File: config.mk
export PLATFORM = sky130hd
export DESIGN_NAME = acd_datapath
export DESIGN_NICKNAME = d
export VERILOG_FILES = /design/src/logic/acd_pkg.sv /design/src/logic/acd_datapath.sv
export SDC_FILE = /design/constraint.sdc
export NUM_CORES = 2
export LEC_CHECK = 0
export BUFFER_PORTS_ARGS = -buffer_cell sky130_fd_sc_hd__buf_4
export CAP_MARGIN = 0
export CORE_MARGIN = 2
export CORE_UTILIZATION = 30
export DETAILED_ROUTE_END_ITERATION = 6
export GPL_ROUTABILITY_DRIVEN = 0
export PLACE_DENSITY = 0.57
export SYNTH_ARGS = -nofsm -noshare
export SYNTH_HDL_FRONTEND = slang
export SYNTH_SLANG_ARGS = --single-unit
File: constraint.sdc
create_clock -name clk -period 7.55 [get_ports clk]
set_input_delay 2.265 -clock clk [delete_from_list [all_inputs] [get_ports clk]]
set_output_delay 2.265 -clock clk [all_outputs]
set_load 0.02 [all_outputs]
File: src/logic/acd_pkg.sv
// Function
// RULE1: arithmetic and single-bit shifts update carry
// RULE2: loads, logic and control ops keep carry
// RULE3: add/subtract with carry use previous carry
// RULE4: high-half add only sets, subtract only clears
// RULE5: carry set/clear conditions come from carry
// RULE6: set, clear and status load write carry
// RULE7: reset forces carry to one
// RULE8: 32-bit accumulator, halves stored separately
// RULE9: store shift 0-7 on bus path only
// RULE10: high store fills from low half top
// RULE11: low store fills vacated bits with zero
// RULE12: shifts and rotates pass outgoing bit to carry
// RULE13: sign mode one: arithmetic right shift
// RULE14: sign mode zero: logical right shift
// RULE15: left shift inserts zero, ignores sign mode
// RULE16: shifts repeat under single repeat
// RULE17: eight aux registers picked by 3-bit pointer
// RULE18: aux regs and pointer load from four sources
// RULE19: aux regs storable and usable as operand
// RULE20: address unit steps pointer register by 1 or zero-reg
// RULE21: saturation mode clamps accumulator, sets overflow
// RULE22: carry is bit-31 carry out, no borrow sets
// package of constants and carried types for the accumulator datapath.
// assumes one core clock; decode presents one instruction per cycle when not busy.
package acd_pkg;
   // register byte offsets on the control bus
   localparam logic [4:0] ACD_REG_CTRL = 5'h00; // sign/saturation mode, read-write
   localparam logic [4:0] ACD_REG_STATUS = 5'h04; // carry, overflow, pointer
   localparam logic [4:0] ACD_REG_ACC = 5'h08; // accumulator, read only
   localparam logic [4:0] ACD_REG_STORE = 5'h0c; // last store word, read only
   // field positions
   localparam int ACD_CTRL_SIGN_BIT = 0; // sign-extend mode
   localparam int ACD_CTRL_SAT_BIT = 1; // saturation mode
   localparam int ACD_STAT_C_BIT = 0; // carry
   localparam int ACD_STAT_OV_BIT = 1; // overflow, write one clears
   localparam int ACD_STAT_PTR_LSB = 2; // pointer, three bits
   // status word layout used by the status load operation
   localparam int ACD_STW_C_BIT = 9;
   localparam int ACD_STW_SIGN_BIT = 10;
   localparam int ACD_STW_SAT_BIT = 11;
   localparam int ACD_STW_PTR_LSB = 13;
   // values after reset, saturation limits and bus response codes
   localparam logic ACD_CARRY_RST = 1'b1;
   localparam logic [31:0] ACD_SAT_POS = 32'h7fffffff;
   localparam logic [31:0] ACD_SAT_NEG = 32'h80000000;
   localparam logic [1:0] ACD_RESP_OKAY = 2'h0;
   localparam logic [1:0] ACD_RESP_SLVERR = 2'h2;
   // operations issued by decode
   typedef enum logic [4:0] {
      ACD_NOP, ACD_LOAD_ACC, ACD_ADD, ACD_SUB, ACD_ADCY, ACD_SBBW, ACD_ADD_HI, ACD_SUB_HI,
      ACD_AND, ACD_OR, ACD_XOR, ACD_SHL, ACD_SHR, ACD_RTL, ACD_RTR, ACD_CSET, ACD_CCLR,
      ACD_LOAD_STATUS, ACD_STORE_HI, ACD_STORE_LO, ACD_LOAD_AR, ACD_LOAD_ARP, ACD_STORE_AR
   } acd_op_type;
   // operand sources
   typedef enum logic [2:0] {ACD_SRC_DATA, ACD_SRC_PROD, ACD_SRC_ACC, ACD_SRC_AUX,
                             ACD_SRC_IMM} acd_src_type;
   // address update modes for the pointed register
   typedef enum logic [2:0] {ACD_AU_NONE, ACD_AU_INC, ACD_AU_DEC, ACD_AU_ADD0,
                             ACD_AU_SUB0} acd_au_type;
   // one instruction from decode
   typedef struct packed {
      logic valid; // instruction present
      acd_op_type op; // operation
      acd_src_type src; // operand source
      acd_au_type au; // address update mode
      logic [2:0] arsel; // aux register for load/store/operand
      logic [3:0] rep_cnt; // extra repeats of a shift
      logic [2:0] shift; // store shift 0..7
      logic [31:0] data; // scaled data-bus operand
      logic [15:0] imm; // immediate field
   } acd_instr_type;
   // datapath results to the core
   typedef struct packed {
      logic busy; // repeat running, instructions ignored
      logic carry; // carry-set condition
      logic no_carry; // carry-clear condition
      logic ovf; // overflow flag
      logic store_valid; // store word present, one cycle
      logic [15:0] store_data; // word for data memory
      logic [15:0] daddr; // indirect data address
   } acd_out_type;
   // whole module state
   typedef struct packed {
      logic [31:0] acc;
      logic carry, no_carry, ovf, sgn, sat;
      logic [2:0] ptr;
      logic [7:0][15:0] ar;
      logic [3:0] rep_left;
      acd_op_type rep_op;
      logic busy, store_valid;
      logic [15:0] store_data, daddr;
      logic awready, wready, aw_got, w_got, bvalid, arready, rvalid;
      logic [1:0] bresp, rresp;
      logic [4:0] waddr;
      logic [31:0] wdata, rdata;
      logic [3:0] wstrb;
   } acd_state_type;
endpackage

File: src/logic/acd_datapath.sv
// accumulator, carry, shifts and aux register file of the fixed-point core.
// assumes decode drives instr synchronous to clk and holds nothing while busy is high.
//
// Implementation choices: the placing of the registers and register access over AXI4-Lite.
`timescale 1ns/1ps
`default_nettype none
module acd_datapath
(
   input wire logic clk, // core clock, 10 MHz
   input wire logic sys_rst, // synchronous reset, active high
   input wire acd_pkg::acd_instr_type instr, // instruction from decode
   input wire logic [31:0] product_in, // scaled product register
   output acd_pkg::acd_out_type dout, // results to the core
   input wire logic [4:0] s_axi_awaddr, // write address
   input wire logic s_axi_awvalid, // write address valid
   output logic s_axi_awready, // write address ready
   input wire logic [31:0] s_axi_wdata, // write data
   input wire logic [3:0] s_axi_wstrb, // byte strobes
   input wire logic s_axi_wvalid, // write data valid
   output logic s_axi_wready, // write data ready
   output logic [1:0] s_axi_bresp, // write response
   output logic s_axi_bvalid, // response valid
   input wire logic s_axi_bready, // response ready
   input wire logic [4:0] s_axi_araddr, // read address
   input wire logic s_axi_arvalid, // read address valid
   output logic s_axi_arready, // read address ready
   output logic [31:0] s_axi_rdata, // read data
   output logic [1:0] s_axi_rresp, // read response
   output logic s_axi_rvalid, // read data valid
   input wire logic s_axi_rready // read data ready
);
   acd_pkg::acd_state_type st; // registered state
   acd_pkg::acd_state_type nx; // next state
   logic taken; // new instruction accepted this cycle
   logic run; // an operation executes this cycle
   acd_pkg::acd_op_type cur_op; // operation executing
   logic [31:0] opnd; // selected operand
   logic [31:0] bx; // operand as added (inverted for subtract)
   logic cin; // carry into bit 0
   logic [32:0] sum; // 33-bit sum, top bit is carry out
   logic ov; // signed overflow of sum
   logic [32:0] shres; // carry and accumulator after one shift
   logic [31:0] hi_shifted; // accumulator shifted for high store
   logic [15:0] lo_shifted; // low half shifted for low store
   logic [15:0] cur_ar; // pointed register
   logic [15:0] ld_val; // aux load value

   // one in-place shift or rotate through carry
   function automatic logic [32:0] shift_step(input acd_pkg::acd_op_type op,
      input logic [31:0] a, input logic c, input logic sgn);
      logic [32:0] r;
      r = {c, a};
      case (op)
         acd_pkg::ACD_SHL: r = {a[31], a[30:0], 1'b0}; // RULE15 RULE12
         acd_pkg::ACD_SHR: r = {a[0], (sgn & a[31]), a[31:1]}; // RULE13 RULE14 RULE12
         acd_pkg::ACD_RTL: r = {a[31], a[30:0], c}; // RULE12
         acd_pkg::ACD_RTR: r = {a[0], c, a[31:1]}; // RULE12
         default: r = {c, a};
      endcase
      return r;
   endfunction

   function automatic logic is_shift(input acd_pkg::acd_op_type op);
      return (op == acd_pkg::ACD_SHL) || (op == acd_pkg::ACD_SHR) ||
             (op == acd_pkg::ACD_RTL) || (op == acd_pkg::ACD_RTR);
   endfunction

   // datapath arithmetic, shared by every arithmetic op
   always_comb
   begin
      // operand mux; aux registers feed the arithmetic unit too
      case (instr.src)
         acd_pkg::ACD_SRC_PROD: opnd = product_in;
         acd_pkg::ACD_SRC_ACC: opnd = st.acc;
         acd_pkg::ACD_SRC_AUX: opnd = {16'h0000, st.ar[instr.arsel]}; // RULE19
         acd_pkg::ACD_SRC_IMM: opnd = {16'h0000, instr.imm};
         default: opnd = instr.data;
      endcase
      bx = opnd;
      cin = 1'b0;
      case (instr.op)
         acd_pkg::ACD_SUB: {bx, cin} = {~opnd, 1'b1}; // borrow-free subtract
         acd_pkg::ACD_ADCY: cin = st.carry; // RULE3
         acd_pkg::ACD_SBBW: {bx, cin} = {~opnd, st.carry}; // RULE3
         acd_pkg::ACD_ADD_HI: bx = {opnd[15:0], 16'h0000};
         acd_pkg::ACD_SUB_HI: {bx, cin} = {~{opnd[15:0], 16'h0000}, 1'b1};
         default: cin = 1'b0;
      endcase
      sum = {1'b0, st.acc} + {1'b0, bx} + {32'h00000000, cin}; // RULE22
      ov = (st.acc[31] == bx[31]) && (sum[31] != st.acc[31]);
      // store path shifters, accumulator untouched
      hi_shifted = st.acc << instr.shift; // RULE10
      lo_shifted = st.acc[15:0] << instr.shift; // RULE11
      cur_ar = st.ar[st.ptr];
      case (instr.src)
         acd_pkg::ACD_SRC_ACC: ld_val = st.acc[15:0];
         acd_pkg::ACD_SRC_PROD: ld_val = product_in[15:0];
         acd_pkg::ACD_SRC_IMM: ld_val = instr.imm;
         default: ld_val = instr.data[15:0];
      endcase
   end

   // next-state logic for the datapath and the bus slave
   always_comb
   begin
      nx = st;
      nx.store_valid = 1'b0;
      taken = instr.valid && (st.rep_left == 4'h0);
      run = 1'b0;
      cur_op = acd_pkg::ACD_NOP;
      shres = 33'h000000000;
      // repeat engine: replay the held shift while the count runs
      if (st.rep_left != 4'h0)
      begin
         run = 1'b1;
         cur_op = st.rep_op;
         nx.rep_left = st.rep_left - 4'h1; // RULE16
      end
      else if (taken)
      begin
         run = 1'b1;
         cur_op = instr.op;
         if (is_shift(instr.op))
         begin
            nx.rep_left = instr.rep_cnt; // RULE16
            nx.rep_op = instr.op;
         end
      end
      // bus writes first so that hardware events below win
      if (st.aw_got && st.w_got && !st.bvalid)
      begin
         nx.bvalid = 1'b1;
         nx.bresp = acd_pkg::ACD_RESP_OKAY;
         case (st.waddr)
            acd_pkg::ACD_REG_CTRL:
               if (st.wstrb[0])
               begin
                  nx.sgn = st.wdata[acd_pkg::ACD_CTRL_SIGN_BIT];
                  nx.sat = st.wdata[acd_pkg::ACD_CTRL_SAT_BIT];
               end
            acd_pkg::ACD_REG_STATUS:
               if (st.wstrb[0] && st.wdata[acd_pkg::ACD_STAT_OV_BIT])
                  nx.ovf = 1'b0; // write one clears
            acd_pkg::ACD_REG_ACC, acd_pkg::ACD_REG_STORE: nx.bresp = acd_pkg::ACD_RESP_OKAY;
            default: nx.bresp = acd_pkg::ACD_RESP_SLVERR; // unmapped
         endcase
         nx.aw_got = 1'b0;
         nx.w_got = 1'b0;
      end
      // address update unit on the pointed register, no arithmetic unit
      if (taken)
      begin
         case (instr.au)
            acd_pkg::ACD_AU_INC: nx.ar[st.ptr] = cur_ar + 16'h0001; // RULE20
            acd_pkg::ACD_AU_DEC: nx.ar[st.ptr] = cur_ar - 16'h0001; // RULE20
            acd_pkg::ACD_AU_ADD0: nx.ar[st.ptr] = cur_ar + st.ar[0]; // RULE20
            acd_pkg::ACD_AU_SUB0: nx.ar[st.ptr] = cur_ar - st.ar[0]; // RULE20
            default: nx.ar[st.ptr] = nx.ar[st.ptr];
         endcase
      end
      // operation execute
      if (run)
      begin
         case (cur_op)
            acd_pkg::ACD_LOAD_ACC, acd_pkg::ACD_AND, acd_pkg::ACD_OR, acd_pkg::ACD_XOR:
            begin
               // carry held for loads and logic ops
               case (cur_op)
                  acd_pkg::ACD_AND: nx.acc = st.acc & opnd; // RULE2
                  acd_pkg::ACD_OR: nx.acc = st.acc | opnd; // RULE2
                  acd_pkg::ACD_XOR: nx.acc = st.acc ^ opnd; // RULE2
                  default: nx.acc = opnd; // RULE2
               endcase
            end
            acd_pkg::ACD_ADD, acd_pkg::ACD_SUB, acd_pkg::ACD_ADCY, acd_pkg::ACD_SBBW,
            acd_pkg::ACD_ADD_HI, acd_pkg::ACD_SUB_HI:
            begin
               nx.acc = sum[31:0]; // RULE8
               if (ov)
               begin
                  nx.ovf = 1'b1; // RULE21
                  if (st.sat)
                     nx.acc = st.acc[31] ? acd_pkg::ACD_SAT_NEG : acd_pkg::ACD_SAT_POS; // RULE21
               end
               if (cur_op == acd_pkg::ACD_ADD_HI)
               begin
                  if (sum[32])
                     nx.carry = 1'b1; // RULE4
               end
               else if (cur_op == acd_pkg::ACD_SUB_HI)
               begin
                  if (!sum[32])
                     nx.carry = 1'b0; // RULE4
               end
               else
                  nx.carry = sum[32]; // RULE1 RULE22
            end
            acd_pkg::ACD_SHL, acd_pkg::ACD_SHR, acd_pkg::ACD_RTL, acd_pkg::ACD_RTR:
            begin
               shres = shift_step(cur_op, st.acc, st.carry, st.sgn);
               {nx.carry, nx.acc} = shres; // RULE1 RULE12
            end
            acd_pkg::ACD_CSET: nx.carry = 1'b1; // RULE6
            acd_pkg::ACD_CCLR: nx.carry = 1'b0; // RULE6
            acd_pkg::ACD_LOAD_STATUS:
            begin
               nx.carry = opnd[acd_pkg::ACD_STW_C_BIT]; // RULE6
               nx.sgn = opnd[acd_pkg::ACD_STW_SIGN_BIT];
               nx.sat = opnd[acd_pkg::ACD_STW_SAT_BIT];
               nx.ptr = opnd[acd_pkg::ACD_STW_PTR_LSB +: 3]; // RULE18
            end
            acd_pkg::ACD_STORE_HI:
            begin
               nx.store_data = hi_shifted[31:16]; // RULE9 RULE10
               nx.store_valid = 1'b1;
            end
            acd_pkg::ACD_STORE_LO:
            begin
               nx.store_data = lo_shifted; // RULE9 RULE11
               nx.store_valid = 1'b1;
            end
            acd_pkg::ACD_LOAD_AR: nx.ar[instr.arsel] = ld_val; // RULE18 RULE17
            acd_pkg::ACD_LOAD_ARP: nx.ptr = ld_val[2:0]; // RULE18 RULE17
            acd_pkg::ACD_STORE_AR:
            begin
               nx.store_data = st.ar[instr.arsel]; // RULE19
               nx.store_valid = 1'b1;
            end
            default: nx.carry = nx.carry; // control ops keep carry
         endcase
      end
      nx.no_carry = ~nx.carry; // RULE5
      nx.busy = (nx.rep_left != 4'h0);
      nx.daddr = nx.ar[nx.ptr]; // RULE17
      // bus slave: capture address and data in either order
      if (s_axi_awvalid && st.awready)
      begin
         nx.aw_got = 1'b1;
         nx.waddr = s_axi_awaddr;
      end
      if (s_axi_wvalid && st.wready)
      begin
         nx.w_got = 1'b1;
         nx.wdata = s_axi_wdata;
         nx.wstrb = s_axi_wstrb;
      end
      if (st.bvalid && s_axi_bready)
         nx.bvalid = 1'b0;
      nx.awready = !nx.aw_got && !nx.bvalid;
      nx.wready = !nx.w_got && !nx.bvalid;
      // read channel: one outstanding read, answered next cycle
      if (st.rvalid && s_axi_rready)
         nx.rvalid = 1'b0;
      if (s_axi_arvalid && st.arready)
      begin
         nx.rvalid = 1'b1;
         nx.rresp = acd_pkg::ACD_RESP_OKAY;
         case (s_axi_araddr)
            acd_pkg::ACD_REG_CTRL: nx.rdata = {30'h00000000, st.sat, st.sgn};
            acd_pkg::ACD_REG_STATUS: nx.rdata = {27'h0000000, st.ptr, st.ovf, st.carry};
            acd_pkg::ACD_REG_ACC: nx.rdata = st.acc;
            acd_pkg::ACD_REG_STORE: nx.rdata = {16'h0000, st.store_data};
            default:
            begin
               nx.rdata = 32'h00000000;
               nx.rresp = acd_pkg::ACD_RESP_SLVERR;
            end
         endcase
      end
      nx.arready = !nx.rvalid;
   end

   // state register; reset gives carry one and an idle slave
   always_ff @(posedge clk)
   begin
      if (sys_rst)
      begin
         st <= '0;
         st.carry <= acd_pkg::ACD_CARRY_RST; // RULE7
         st.no_carry <= ~acd_pkg::ACD_CARRY_RST;
         st.awready <= 1'b1;
         st.wready <= 1'b1;
         st.arready <= 1'b1;
      end
      else
         st <= nx;
   end

   // outputs straight from state flops
   assign dout = '{busy: st.busy, carry: st.carry, no_carry: st.no_carry, ovf: st.ovf,
                   store_valid: st.store_valid, store_data: st.store_data, daddr: st.daddr};
   assign s_axi_awready = st.awready;
   assign s_axi_wready = st.wready;
   assign s_axi_bvalid = st.bvalid;
   assign s_axi_bresp = st.bresp;
   assign s_axi_arready = st.arready;
   assign s_axi_rvalid = st.rvalid;
   assign s_axi_rdata = st.rdata;
   assign s_axi_rresp = st.rresp;
endmodule // acd_datapath
`default_nettype wire

---- Yosys cells after proc, flatten, opt, wreduce, memory -nomap -nowiden ----
Index checks and enable logic that the tools add are counted.
operators by class
  shift-type cells ........................ 2
  bitwise gates (word level) .............. 9
  reduce and logical (&&, ||, !) cells .... 41
  add/sub/neg operators ................... 7
  equality and inequality tests ........... 48
  $lt $le $gt $ge ......................... 5
  mux-type cells .......................... 62
operators with widths
  cell                                                             count
  128-bit bitwise mux                                              6
  128-bit one-hot mux with 4 select lines                          1
  32-bit one-hot mux with 3 select lines                           3
  128-bit 2-to-1 mux                                               2
  32-bit one-hot mux with 4 select lines                           2
  16-bit binary-select mux with 3-bit select                       3
  134-bit 2-to-1 mux                                               1
  33-bit one-hot mux with 4 select lines                           1
  16-bit demux with 3-bit select                                   2
  32-bit 2-to-1 mux                                                3
  5-bit by 4-bit == test with 1-bit output, second input constant  16
  16-bit 2-to-1 mux                                                5
  32-bit NOT                                                       2
  17-bit one-hot mux with 3 select lines                           1
  5-bit by 3-bit == test with 1-bit output, second input constant  10
  16-bit one-hot mux with 3 select lines                           1
  5-bit == test, second input constant                             7
  32-bit by 32-bit adder with 33-bit output                        1
  33-bit by 1-bit adder with 33-bit output                         1
  32-bit AND                                                       1
  32-bit OR                                                        1
  32-bit by 3-bit << shifter with 32-bit output                    1
  32-bit bitwise XOR                                               1
  9-bit 2-to-1 mux                                                 2
  other kinds (38)                                                 100
storage, ports and cells
  word-level logic and storage cells ...... 208
  register bits ........................... 262
  bits of input ports ..................... 155
  output and inout bits ................... 78

---- Longest topological paths before layout ----
  word-level depth ........................ 14
  depth in mapped cells ................... 26

---- Worst setup path after synthesis ----
Ideal clock, no wire load.
  path kind ............................... input to register
  from .................................... in instr[56] (netlist name)
  to ...................................... reg st[263] (netlist name)
  slack ................................... -0.082 ns
  path buffers ............................ 6
  data arrival time ....................... 7.536 ns
  cell stages on the path ................. 25
  required time ........................... 7.455 ns
  cell sequence ........................... clkbuf_1 > buf_2 > buf_1 > clkbuf_1 > buf_1 > mux2i_1 > o22ai_1 > a21oi_1 > o211ai_1 > inv_1 > nand2_1 > nand3_1 > ha_1 > and3_1 > a221oi_1 > o21a_1 > o21ai_1 > a31oi_1 > nor3b_1 > a21bo_2 > xnor2_1 > nor2_1 > clkbuf_1 > o21ai_0 > a221oi_1
between the ends
  word-level cells in the longest chain between the ends .. 11
ends and longest elaborated chain
  what                                          line                                                        RTL
  start, declared                               acd_datapath.sv:11                                          input wire acd_pkg::acd_instr_type instr,
  16-bit binary-select mux with 3-bit select *  acd_datapath.sv:75                                          acd_pkg::ACD_SRC_AUX: opnd = {16'h0000, st.ar[instr.arsel]};
  16-bit 2-to-1 mux (implied by the code) *     acd_datapath.sv:75
  32-bit one-hot mux with 4 select lines *      acd_datapath.sv:72                                          case (instr.src)
  32-bit NOT (on tied branches)                 acd_datapath.sv:82, acd_datapath.sv:84, acd_datapath.sv:86
  32-bit one-hot mux with 3 select lines        acd_datapath.sv:81                                          case (instr.op)
  32-bit by 32-bit adder with 33-bit output     acd_datapath.sv:89                                          sum = {1'b0, st.acc} + {1'b0, bx} + {32'h00000000, cin};
  33-bit by 1-bit adder with 33-bit output      acd_datapath.sv:89
  1-bit != test                                 acd_datapath.sv:90                                          ov = (st.acc[31] == bx[31]) && (sum[31] != st.acc[31]);
  1-bit logical AND                             acd_datapath.sv:90
  32-bit 2-to-1 mux                             acd_datapath.sv:179                                         if (ov)
  32-bit one-hot mux with 3 select lines *      acd_datapath.sv:164                                         case (cur_op)
  end signal, assigned                          acd_datapath.sv:286                                         st <= nx;
  end, declared                                 acd_datapath.sv:32                                          acd_pkg::acd_state_type st;
Every way passes the cells marked *; elsewhere a longest branch is shown, timed or not. The select of a mux whose other input is x is not followed.
A chain may end at the register's enable or synchronous reset.

---- Worst setup path after layout ----
  from .................................... in instr[56] (netlist name)
  to ...................................... reg st[289] (netlist name)
between the ends
  word-level cells in the longest chain between the ends .. 11
ends and longest elaborated chain
  what                                          line
  16-bit binary-select mux with 3-bit select *  acd_datapath.sv:75
  16-bit 2-to-1 mux (implied by the code) *     acd_datapath.sv:75
  32-bit one-hot mux with 4 select lines *      acd_datapath.sv:72
  32-bit NOT (on tied branches)                 acd_datapath.sv:82, acd_datapath.sv:84, acd_datapath.sv:86
  32-bit one-hot mux with 3 select lines *      acd_datapath.sv:81
  32-bit by 32-bit adder with 33-bit output     acd_datapath.sv:89
  33-bit by 1-bit adder with 33-bit output      acd_datapath.sv:89
  1-bit != test                                 acd_datapath.sv:90
  1-bit logical AND                             acd_datapath.sv:90
  32-bit 2-to-1 mux *                           acd_datapath.sv:179
  32-bit one-hot mux with 3 select lines *      acd_datapath.sv:164
Marked as above.

==> metrics.md <==
| Metric | Value |
|---|---|
| Outcome | finished clean |
| Clock transition at path regs | about 0.06 ns |
| Endpoints failing setup | 0 |
| Yosys reg bits | 260 |
| Synth top cells by count | nor2_1, a21oi_1, nand2_1 |
| Setup CP Type | in2reg |
| Fin area | 0.02965 sq mm |
| Sequential share of the synthesized area | 0.2037 |
| Critical path peak fanout | 24 |
| # IOs | 233 |
| Via count | 29.05k |
| CTS Buf Count | 36 |
| Hold EP | st[122] |
| Largest cells by area after synthesis | dfxtp_1, nor2_1, a21oi_1 |
| WL met3 | 15.41 mm |
| Pwr Total | 8.211 mW |
| Port Buf Inserts | between 150 and 200 |
| Hpwl dp | 85.48 mm |
| Worst slew margin | 0.09987 |
| Hold WS | around 0.45 ns |
| FP Rows | 107 |
| Crit. End Element | flip-flop |
| CP Data Arrival Time | between 7 and 8 ns |
| Global-route wire length before repair | 174.8 mm |
| Initial DRC Count | 3452 |
| Avg Synthesized Cell Area | slightly above 7 sq um |
| Vias in the first global route | 26.45k |
| Area leader, netlist | dfxtp_1 |
| PD cells | 276.9 mW/mm^2 |
| Final Max Tran Viols | 0 |
| Nets | a little under 4k |
| Via/cell ratio | 6.107 |
| Startpoint Class | input port |
| Max-cap viol count | 0 |
| Worst hold path class | reg2reg |
| FMAX | 138.3 MHz |
| Share of cells above drive strength 1 | 0.1692 |
| Met2 wire length | roughly 50 mm |
| Clock buffer depth | 3 |
| Gr usage total | 0.2633 |
| Highest metal layer with signal wires | met5 |
| Multi-input logic area | approximately 0.018 sq mm |
| CTS Root Cell | clkbuf_16 |
| Initial antenna violation count | 8 |
| Primary FF master, synth | dfxtp_1 |
| Cell Area, Placed | 0.02847 sq mm |
| Fin Setup TNS | 0 ns |
| Final ANT Viol Nets | 0 |
| Die H | 295.9 microns |
| P_leak | about 12 nW |
| Asr flop ratio synth | 0 |
| Drt wl/cell | approximately 25 microns |
| Final WL | 119.6 mm |
| DRT Pass-1 Iters | 7 |
| CTS tree | built |
| Pin count of the biggest net entering global routing | 156 |
| Die Wd | 295.9 microns |
| Tmin final | 7.230 ns |
| Tcrit/Tclk final | 0.9577 |
| R2R setup slack | 1.25 ns |
| Worst Skew | 0.04843 ns |
| Drt drc | 0 |
| Number of flops mapped to enable cells by yosys | 0 |
| Post-Route M1 WL | 49.15 mm |
| Cells after synthesis | 3517 |
| Worst r2r src | st[255] |
| Grt ovf | 0 |
| Core area | 0.08475 sq mm |
| Register area | 0.005209 sq mm |
| Share of the synthesized area in the top cell type | 0.2037 |
| Mapped cell area | 0.02556 sq mm |
| Area Growth Syn to Fin | 16.02% |
| Critical R2R Capture | dout[12] |
| Worst r2r path cells | 16 |
| CTS Hold Bufs | 0 |
| Tightest Pin Transition | approximately 1.4 ns |
| Top-count cell post-synth | nor2_1 |
| Initial core utilization | 0.3016 |
| Hold Crit Depth | 2 |
| Post-cts resize count | 0 |
| RSZ-0062 raised after global routing | no |
| Fillers | between 8k and 9k |
| Worst VDD drop | ~0.15 mV |
| Post-CTS Setup Inserts | 0 |
| Hold_sp | st[122] |
| Syn. warnings | 0 |
| Yosys cell types | about 110 |
| Final Hold Fails | 0 |
| WP data required | 8.04 ns |
| Max H-tree Level | 2 |
| Clock latency on the worst-skew pair | 0.59 ns |
| DIE AREA | 0.08754 sq mm |
| Clk sink count | between 200 and 300 |
-- flip-flops by register name, indices dropped and copies added, names as in the netlist, named ones only --
register	flops
s_axi_wready	1
s_axi_rdata	32
s_axi_rresp	1
s_axi_bresp	1
st	184
s_axi_arready	1
dout	36
s_axi_rvalid	1
s_axi_awready	1
s_axi_bvalid	1
-- critical path, cell delays in order --
cell	delay [ns]
buf_4	0.24
buf_12	0.23
and2_1	0.47
a311oi_1	0.22
buf_4	0.19
o211ai_1	0.50
inv_1	0.13
nand2_1	0.10
nand3_1	0.08
ha_1	0.34
and3_1	0.21
a221oi_1	0.32
buf_4	0.19
nor2_1	0.05
a21oi_1	0.15
a31oi_1	0.11
buf_4	0.16
a311oi_1	0.50
buf_4	0.22
o21bai_1	0.08
a2111oi_0	0.43
nor3_1	0.14
nor4bb_1	0.16
nor3_1	0.20
-- how the worst max path moves through the flow --
stage,startpoint,endpoint,cells past startpoint
finish,instr[56],st[289],24
global route,instr[57],st[289],25
CTS,instr[57],st[289],25
detailed placement,instr[57],st[289],25
global placement,instr[56],st[289],24
floorplan,instr[56],st[263],25
-- layer usage --
| metal | up-vias | track usage |
|---|---|---|
| met1 | 13780 | 0.3604 |
| met2 | 1848 | 0.3821 |
| met3 | 363 | 0.07330 |
| met4 | 12 | 0.1175 |
| met5 | - | 0 |
| li1 | 13050 | - |
-- where the power goes --
group          total, mW  switching [mW]  internal (mW)  leakage (nW)
Clock               1.79           0.750           1.04         0.573
Sequential          1.87           0.345           1.53          2.11
Combinational       4.54            2.85           1.70          8.93
Total               8.21            3.94           4.27          11.6
-- layout make-up --
class | count | share of cell area
clock buffers | 49 | 0.03405
repair buffers | 403 | 0.1044
diodes | 1 | 0.00008440
clock inverters | 13 | 0.005654
flip-flops and latches | 260 | 0.1757
inverters | 129 | 0.01633
multi-input cells | 2758 | 0.6156
well taps | 1144 | 0.04827
-- layout by cell type, fill, tap and decap left out, types with 33 or more instances in the layout --
master	instances
mux4_2	37
ha_1	129
a21oi_1	342
nor2_1	459
nand2_1	330
nor3_1	70
a21o_1	34
nand3_1	108
a22oi_1	45
a221o_1	33
mux2_2	37
a221oi_1	69
nor2b_1	45
o211ai_1	48
buf_4	397
dfxtp_1	257
inv_1	123
a211oi_1	90
xnor2_1	36
clkbuf_16	36
a31oi_1	41
mux2i_1	78
o22ai_1	53
o21ai_0	209
-- metrics by stage --
step | instances | worst slack [ns] | utilization
after floorplan | 3518 | 0.1083 | -
after global placement | 4694 | 0.1146 | 0.3360
after detailed placement | 4694 | 0.02237 | 0.3360
after CTS | 4756 | 0.5901 | 0.3499
after global routing | 4756 | 0.05984 | 0.3499
final | 4757 | 0.3196 | 0.3499
-- cells by family (layout without fill, tap and decap cells) --
group           count (synthesis)  count (layout)  synth area share
compound gates               1190            1190            0.3097
xor+xnor                       51              51           0.01748
fa+ha+maj                     133             133           0.06629
buf+inv                       500             594           0.08955
flops                         260             260            0.2037
mux                           173             173           0.09846
other cells                     1               3         0.0001467
simple gates                 1209            1209            0.2147
Note: power is estimated with default switching activity, not from simulation.
